===== src/hdl/adc_mode_pkg.sv =====
// Purpose: shared constants for the converter mode control block
// Assumes: 20 MHz system clock
// Notes:   rate tables are samples per second; intervals are CLK_HZ / sps
package adc_mode_pkg;
  localparam logic [1:0] RUN_POWERDOWN = 2'h1;
  localparam logic [1:0] RUN_CONVERT   = 2'h3;
  localparam logic [1:0] RUN_RESET_VAL = 2'h1;
  localparam logic [3:0] RATE_TOP      = 4'hf;
  localparam logic [3:0] RATE_CAL_STEP = 4'he;
  localparam int unsigned SETTLE_SAMPLES = 5;
  localparam int unsigned CLK_HZ        = 20000000;
  localparam int unsigned RESULT_W      = 24;
  localparam int unsigned FIFO_DEPTH    = 32;

  typedef enum logic [3:0] {
    ST_STANDBY = 4'h1,
    ST_RESET   = 4'h2,
    ST_CONV    = 4'h4,
    ST_DONE    = 4'h8
  } conv_state_e;

  typedef enum logic [1:0] {
    MODE_CONT   = 2'h0,
    MODE_SINGLE = 2'h1,
    MODE_REPEAT_SINGLE_CYCLE_SEL = 2'h2
  } conv_mode_e;

  // samples per second per rate code, continuous conversion
  localparam int unsigned CONT_SPS [16] = '{
    5, 10, 15, 30, 50, 60, 225, 450,
    900, 1800, 3600, 7200, 14400, 28800, 57600, 115200};
  // continuous single-cycle, with and without system calibration
  localparam int unsigned CSC_CAL_SPS [16] = '{
    1, 3, 5, 10, 13, 15, 50, 60,
    150, 299, 887, 1755, 2768, 5327, 9910, 17389};
  localparam int unsigned CSC_RAW_SPS [16] = '{
    1, 3, 5, 10, 13, 15, 50, 60,
    150, 299, 892, 1776, 2818, 5519, 10593, 19609};
  // single-cycle, with and without system calibration
  localparam int unsigned SC_CAL_SPS [16] = '{
    1, 3, 5, 10, 13, 15, 50, 60,
    150, 298, 886, 1752, 2759, 5297, 9804, 17067};
  localparam int unsigned SC_RAW_SPS [16] = '{
    1, 3, 5, 10, 13, 15, 50, 60,
    150, 299, 891, 1772, 2810, 5486, 10473, 19200};
endpackage : adc_mode_pkg


===== src/hdl/adc_conversion_mode_control.sv =====
// Purpose: run/standby, conversion mode and rate control of the converter
// Assumes: host fields arrive as synchronous level ports
// Notes:   conversion results come from the modulator side on i_mod_*
`timescale 1ns/1ns
`default_nettype none
module adc_conversion_mode_control
  import adc_mode_pkg::*;
(
  input  wire logic                i_clk,
  input  wire logic                i_sys_rst,
  input  wire logic                i_run_wr,
  input  wire logic [1:0]          i_conv_run_field,
  input  wire logic [3:0]          i_sample_rate_code,
  input  wire logic                i_adc_full_powerdown_bit,
  input  wire logic                i_single_cycle_sel,
  input  wire logic                i_repeat_single_cycle_sel,
  input  wire logic [3:0]          i_input_mux_select,
  input  wire logic                i_skip_gain_cal,
  input  wire logic                i_skip_offset_cal,
  input  wire logic                i_mod_valid,
  output logic                     o_mod_ready,
  input  wire logic [RESULT_W-1:0] i_mod_data,
  input  wire logic                i_result_rd,
  output logic                     o_result_ready_n,
  output logic      [RESULT_W-1:0] o_conversion_result,
  output logic      [1:0]          o_status_run,
  output logic      [3:0]          o_status_rate,
  output logic                     o_converting,
  output logic                     o_adc_in_reset,
  output logic                     o_sample_tick
);
  typedef struct packed {
    conv_state_e         state;
    logic [1:0]          run;
    logic [1:0]          mode;
    logic [3:0]          rate;
    logic                cal_on;
    logic [3:0]          mux;
    logic [24:0]         tick_cnt;
    logic [2:0]          settle;
    logic                rdy_n;
    logic [RESULT_W-1:0] result;
    logic                tick;
  } ctl_s;

  ctl_s                st_q;
  ctl_s                st_d;
  logic [24:0]         interval;
  logic                f_valid;
  logic                f_ready;
  logic [RESULT_W-1:0] f_data;
  logic [1:0]          mode_now;
  logic                cal_now;
  logic                run_conv;
  logic                consume;

  // fifo absorbs modulator results; it drains only while converting
  result_fifo #(
    .WIDTH (RESULT_W),
    .DEPTH (FIFO_DEPTH)
  ) u_fifo (
    .i_clk       (i_clk),
    .i_sys_rst   (i_sys_rst),
    .i_in_valid  (i_mod_valid),
    .o_in_ready  (o_mod_ready),
    .i_in_data   (i_mod_data),
    .o_out_valid (f_valid),
    .i_out_ready (f_ready),
    .o_out_data  (f_data)
  );

  rate_interval_lut u_lut (
    .i_mode     (st_q.mode),
    .i_rate     (st_q.rate),
    .i_cal_on   (st_q.cal_on),
    .o_interval (interval)
  );

  always_comb begin
    mode_now = MODE_CONT;
    if (i_single_cycle_sel) begin
      mode_now = i_repeat_single_cycle_sel ? MODE_REPEAT_SINGLE_CYCLE_SEL
                                           : MODE_SINGLE;
    end
  end
  assign cal_now  = !(i_skip_gain_cal && i_skip_offset_cal);
  assign run_conv = (st_q.run == RUN_CONVERT);
  // a result is taken from the buffer only on a sample tick
  assign f_ready  = (st_q.state == ST_CONV) && st_q.tick;
  assign consume  = f_ready && f_valid;

  always_comb begin
    st_d      = st_q;
    st_d.tick = 1'b0;
    if (i_run_wr) begin
      st_d.run = i_conv_run_field;
    end
    if (i_result_rd && !st_q.rdy_n) begin
      st_d.rdy_n = 1'b1;
    end
    case (st_q.state)
      ST_STANDBY, ST_RESET, ST_DONE: begin
        // a stop written this cycle must count, not the old run field
        st_d.state = (i_adc_full_powerdown_bit &&
                      st_d.run != RUN_CONVERT)
                     ? ST_RESET : ST_STANDBY;
        if (st_q.state == ST_DONE && run_conv && !i_run_wr) begin
          // single conversion finished; waits for a new convert write
          st_d.state = ST_DONE;
        end
        if (i_run_wr && i_conv_run_field == RUN_CONVERT) begin
          st_d.state    = ST_CONV;
          st_d.mode     = mode_now;
          st_d.rate     = i_sample_rate_code;
          st_d.cal_on   = cal_now;
          st_d.mux      = i_input_mux_select;
          st_d.tick_cnt = '0;
          st_d.settle   = '0;
        end
      end
      ST_CONV: begin
        if (st_q.tick_cnt + 25'h1 >= interval) begin
          st_d.tick_cnt = '0;
          st_d.tick     = 1'b1;
        end else begin
          st_d.tick_cnt = st_q.tick_cnt + 25'h1;
        end
        if (consume) begin
          st_d.result = f_data;
          if (st_q.mode == MODE_CONT &&
              st_q.settle < 3'(SETTLE_SAMPLES - 1)) begin
            st_d.settle = st_q.settle + 3'h1;
          end else begin
            st_d.rdy_n = 1'b0;
          end
          if (st_q.mode == MODE_SINGLE) begin
            st_d.state = ST_DONE;
          end
        end
        if (!run_conv) begin
          st_d.state = ST_STANDBY;
        end else if (st_q.mode != MODE_SINGLE &&
                     i_input_mux_select != st_q.mux) begin
          st_d.state = ST_STANDBY;
          st_d.run   = RUN_POWERDOWN;
        end
      end
      default: st_d.state = ST_STANDBY;
    endcase
    // a stop write while converting still picks standby or reset over the mux halt
    if (i_run_wr && st_q.state == ST_CONV &&
        i_conv_run_field != RUN_CONVERT) begin
      st_d.state = (i_adc_full_powerdown_bit) ? ST_RESET : ST_STANDBY;
    end
  end

  always_ff @(posedge i_clk) begin
    if (i_sys_rst) begin
      st_q       <= '0;
      st_q.state <= ST_STANDBY;
      st_q.run   <= RUN_RESET_VAL;
      st_q.rdy_n <= 1'b1;
    end else begin
      st_q <= st_d;
    end
  end

  assign o_result_ready_n    = st_q.rdy_n;
  assign o_conversion_result = st_q.result;
  assign o_status_run        = st_q.run;
  assign o_status_rate       = st_q.rate;
  assign o_converting        = (st_q.state == ST_CONV);
  assign o_adc_in_reset      = (st_q.state == ST_RESET);
  assign o_sample_tick       = st_q.tick;
endmodule : adc_conversion_mode_control
`default_nettype wire


===== src/hdl/rate_interval_lut.sv =====
// Purpose: maps mode, rate code and calibration state to a sample interval
// Assumes: interval counted in system clocks
// Notes:   purely combinational
`timescale 1ns/1ns
`default_nettype none
module rate_interval_lut
  import adc_mode_pkg::*;
(
  input  wire logic [1:0]  i_mode,
  input  wire logic [3:0]  i_rate,
  input  wire logic        i_cal_on,
  output logic      [24:0] o_interval
);
  int unsigned sps;
  always_comb begin
    sps = 1;
    case (i_mode)
      MODE_CONT: begin
        sps = CONT_SPS[i_rate];
        if (i_rate == RATE_TOP && i_cal_on) begin
          sps = CONT_SPS[RATE_CAL_STEP];
        end
      end
      MODE_REPEAT_SINGLE_CYCLE_SEL: sps = i_cal_on ? CSC_CAL_SPS[i_rate]
                                  : CSC_RAW_SPS[i_rate];
      MODE_SINGLE: sps = i_cal_on ? SC_CAL_SPS[i_rate]
                                  : SC_RAW_SPS[i_rate];
      default:     sps = 1;
    endcase
    // longest interval per result, rounded down; 1 sps needs 25 bits
    o_interval = 25'(CLK_HZ / sps);
  end
endmodule : rate_interval_lut
`default_nettype wire


===== src/hdl/result_fifo.sv =====
// Purpose: result buffer with valid/ready on both sides
// Assumes: single clock, synchronous reset
// Notes:   honest full/empty from an occupancy count
`timescale 1ns/1ns
`default_nettype none
module result_fifo #(
  parameter int unsigned WIDTH = 24,
  parameter int unsigned DEPTH = 32
) (
  input  wire logic             i_clk,
  input  wire logic             i_sys_rst,
  input  wire logic             i_in_valid,
  output logic                  o_in_ready,
  input  wire logic [WIDTH-1:0] i_in_data,
  output logic                  o_out_valid,
  input  wire logic             i_out_ready,
  output logic      [WIDTH-1:0] o_out_data
);
  localparam int unsigned AW = $clog2(DEPTH);
  typedef struct packed {
    logic [AW-1:0] wp;
    logic [AW-1:0] rp;
    logic [AW:0]   cnt;
  } fifo_s;
  fifo_s            st_q;
  fifo_s            st_d;
  logic [WIDTH-1:0] mem [DEPTH];
  logic             push;
  logic             pop;

  assign o_in_ready  = (st_q.cnt != (AW+1)'(DEPTH));
  assign o_out_valid = (st_q.cnt != '0);
  assign o_out_data  = mem[st_q.rp];
  assign push = i_in_valid && o_in_ready;
  assign pop  = o_out_valid && i_out_ready;

  always_comb begin
    st_d = st_q;
    if (push) st_d.wp = st_q.wp + 1'b1;
    if (pop)  st_d.rp = st_q.rp + 1'b1;
    st_d.cnt = st_q.cnt + (AW+1)'(push) - (AW+1)'(pop);
  end

  always_ff @(posedge i_clk) begin
    if (i_sys_rst) st_q <= '0;
    else           st_q <= st_d;
    if (push) mem[st_q.wp] <= i_in_data;
  end
endmodule : result_fifo
`default_nettype wire

===== config.mk =====
export PLATFORM = sky130hd
export DESIGN_NAME = adc_conversion_mode_control
export DESIGN_NICKNAME = d
export VERILOG_FILES = /design/src/hdl/adc_mode_pkg.sv /design/src/hdl/adc_conversion_mode_control.sv /design/src/hdl/rate_interval_lut.sv /design/src/hdl/result_fifo.sv
export SDC_FILE = /design/constraint.sdc
export NUM_CORES = 2
export LEC_CHECK = 0
export BUFFER_PORTS_ARGS = -buffer_cell sky130_fd_sc_hd__clkbuf_2
export CAP_MARGIN = 10
export CORE_MARGIN = 2
export CORE_UTILIZATION = 43
export CTS_CLUSTER_SIZE = 16
export DETAILED_ROUTE_END_ITERATION = 7
export GPL_TIMING_DRIVEN = 0
export PLACE_DENSITY_LB_ADDON = 0.3
export SYNTH_ARGS = -nofsm -noshare
export SYNTH_HDL_FRONTEND = slang
export SYNTH_SLANG_ARGS = --single-unit

===== constraint.sdc =====
create_clock -name i_clk -period 143.1 [get_ports i_clk]
set_input_delay 28.62 -clock i_clk [delete_from_list [all_inputs] [get_ports i_clk]]
set_output_delay 28.62 -clock i_clk [all_outputs]
set_load 0.05 [all_outputs]

==> impl_metrics.json <==
{
  "status": "finished clean",
  "crit_top_cell": "o21a_1",
  "cts.sinks": 860,
  "holdCritStartpoint": "st_q[56]",
  "final_area_sq_um": 67500,
  "synth_cell_types": 134,
  "fin_tns_setup_ns": 0,
  "slew_violations": 0,
  "rr_endpoint": "st_q[44]",
  "rsz0062_at_grt": "no",
  "whs_ns": 0.468,
  "dieArea_sq_um": 144000,
  "dieWidth_um": 380,
  "critPathRequiredTime_ns": 143.67,
  "syn_inst": 5610,
  "synth.avg_cell_area_sq_um": 10.8,
  "reg2reg_from": "o_status_rate[0]",
  "finalNetCount": 6294,
  "gp_congestion": 0.941,
  "synth_nets": 6079,
  "final-setup-viol-count": 0,
  "synth-edff-count": 768,
  "fin_skew_ns": 0.0490,
  "grt_max_degree": 33,
  "grt_use_total_pct": 24.4,
  "worstPathArrival_ns": 113.60,
  "cts_root_buf": "clkbuf_16",
  "fp-row-count": 137,
  "slew_headroom_pct": 16.4,
  "hold_end": "st_q[56]",
  "cts_max_level": 3,
  "vias_per_cell": 6.20,
  "grt_pass1_vias": 46779,
  "crit_buf_inv": 79,
  "synth_ff_type": "edfxtp_1",
  "place_hpwl_um": 132000,
  "area_growth_syn_to_layout_pct": 11.3,
  "crit_family": "compound AO/OA/AOI/OAI gates",
  "clk_path_buf_depth": 3,
  "min_path_type": "flop to flop",
  "clk_pin_slew_ns": 0.06,
  "async_reset_ff_share_pct": 0,
  "critPathKind": "flop to flop",
  "slowest_delay_ns": 0.78,
  "die_y_um": 380,
  "initial_core_util_pct": 43.4,
  "critPathSlowestCell": "clkbuf_1",
  "yosysSeqAreaShare_pct": 41.1,
  "critPathCaptureType": "flop",
  "detail-route-antenna-nets": 0,
  "placed_cell_area_sq_um": 64700,
  "max_freq_mhz": 8.85,
  "antenna_found_initial": 8,
  "postCtsHoldBufs": 0,
  "drc": 0,
  "cts_tree": "yes",
  "post-cts-setup-buffers": 0,
  "grt.overflow.total": 0,
  "numCtsBuffers": 84,
  "vias": 48150,
  "min_period_ns": 113.03,
  "io_buffers": 76,
  "grt_pass1_wl_um": 277000,
  "hold_violations": 0,
  "r2r_cells": 485,
  "fin_crit_sh_pct": 79.0,
  "wl_um": 182000,
  "ff2ff_setup_slack_ns": 30.07,
  "min_path_cells": 2,
  "core_sq_um": 140000,
  "firstDrtPassIters": 6,
  "clock_latency_ns": 0.66,
  "synth_area_sq_um": 60600,
  "maxCapViolCount": 0,
  "layout-drive-gt1-share_pct": 14.1,
  "ys_ff_latch": 860,
  "crit_path_max_fanout": 11,
  "cts_resized": 0,
  "dr.first_iter.drc_count": 4778,
  "worst_slew_pin_slew_ns": 1.24,
  "ios": 79,
  "critPathLaunchType": "flop",
  "routedWlPerCell_um": 23.4,
  "yosys_warnings": 0
}
## Yosys cell counts, types with 17 or more instances
master	n	area (sq um)
a211oi_1	62	465
a21boi_0	19	143
a21o_1	141	1060
a21oi_1	361	1810
a22oi_1	25	188
a31o_2	19	166
a31oi_1	51	319
and2_1	43	269
and3_1	49	307
buf_1	41	154
buf_2	22	110
buf_4	48	360
clkbuf_1	127	477
dfxtp_1	92	1840
edfxtp_1	768	23100
ha_1	424	5310
inv_1	159	597
mux2_2	91	1020
mux2i_1	57	571
mux4_2	240	5410
nand2_1	422	1580
nand2b_1	87	544
nand3_1	120	601
nand3b_1	20	150
nand4_1	62	388
nor2_1	429	1610
nor2b_1	50	313
nor3_1	164	821
nor4_1	28	175
o211ai_1	33	248
o21a_1	208	1560
o21ai_0	255	1280
o21ai_1	17	85.1
o21bai_1	40	300
o31ai_1	104	781
or2_2	20	125
or3_1	44	275
xnor2_1	173	1520
xor2_1	94	823
## how the worst max path moves through the flow
stage	from	depth (start not counted)	slack, ns	end
final	o_status_rate[0]	485	30.07	st_q[44]
after global routing	o_status_rate[0]	488	20.92	st_q[44]
after CTS	o_status_rate[0]	483	31.61	st_q[36]
after floorplan	o_status_rate[0]	486	54.61	st_q[50]
after detailed placement	o_status_rate[0]	483	32.11	st_q[36]
after global placement	o_status_rate[0]	485	29.97	st_q[50]
## final cells by class
| cell class | count | area [sq um] |
|---|---|---|
| antenna | 2 | 5.00 |
| fill | 12427 | 72200 |
| tap | 1876 | 2350 |
| sequential | 860 | 24900 |
| multi-input combinational | 4326 | 34200 |
| timing repair buffer | 129 | 1440 |
| clock inverter | 45 | 493 |
| clock buffer | 106 | 2240 |
| inverter | 177 | 677 |
| buffer | 247 | 1200 |
## cell usage in the layout (no fill, tap or decap), types with 94 or more instances in the layout
master / synthesis / routed
nand2_1: 422 / 422
clkbuf_1: 127 / 145
ha_1: 424 / 424
o31ai_1: 104 / 104
nand3_1: 120 / 120
a21oi_1: 361 / 360
xnor2_1: 173 / 173
inv_1: 159 / 157
o21ai_0: 255 / 255
xor2_1: 94 / 94
mux4_2: 240 / 240
o21a_1: 208 / 208
a21o_1: 141 / 141
nor2_1: 429 / 394
nor3_1: 164 / 164
edfxtp_1: 768 / 768
## through the flow
stage,setup slack (ns),util (%),instances
final,30.07,48.3,7768
after global routing,20.92,48.3,7767
after CTS,31.61,48.3,7764
after detailed placement,32.11,46.3,7613
after global placement,29.97,45.4,7562
after floorplan,54.61,-,5610
## cell families (layout without fill, tap and decap cells)
family / after synthesis / in the layout / share of synthesized area, %
compound gates: 1601 / 1601 / 18.1
xor+xnor: 271 / 271 / 3.96
fa+ha+maj: 425 / 425 / 8.78
buf+inv: 424 / 704 / 3.09
flops: 860 / 860 / 41.1
mux: 396 / 396 / 11.7
other cells: 1 / 3 / 0.00618
simple gates: 1632 / 1632 / 13.2
## worst min-delay path, stage by stage, from the launching register on
cell and delay, ns:
dfxtp_1 0.31, nand2_1 0.05, a21oi_1 0.05
## per-layer routing
| layer | GRT usage [%] | vias up | wire length (um) |
|---|---|---|---|
| li1 | - | 22293 | - |
| met1 | 31.5 | 23771 | 74400 |
| met2 | 42.3 | 1752 | 89000 |
| met3 | 2.89 | 326 | 11900 |
| met4 | 8.57 | 8 | 6470 |
| met5 | 0 | - | 51 |
## state kept, by name, summed over array words and instances, names as in the netlist, named ones only
register	count
u_fifo.mem	768
st_q	39
o_conversion_result	24
u_fifo.st_q	16
o_status_rate	4
o_status_run	2
o_result_ready_n	1
o_sample_tick	1
Power is left out: the tool's default activity adds up to more than one toggle a clock period on the data nets, which glitch-free logic cannot reach.
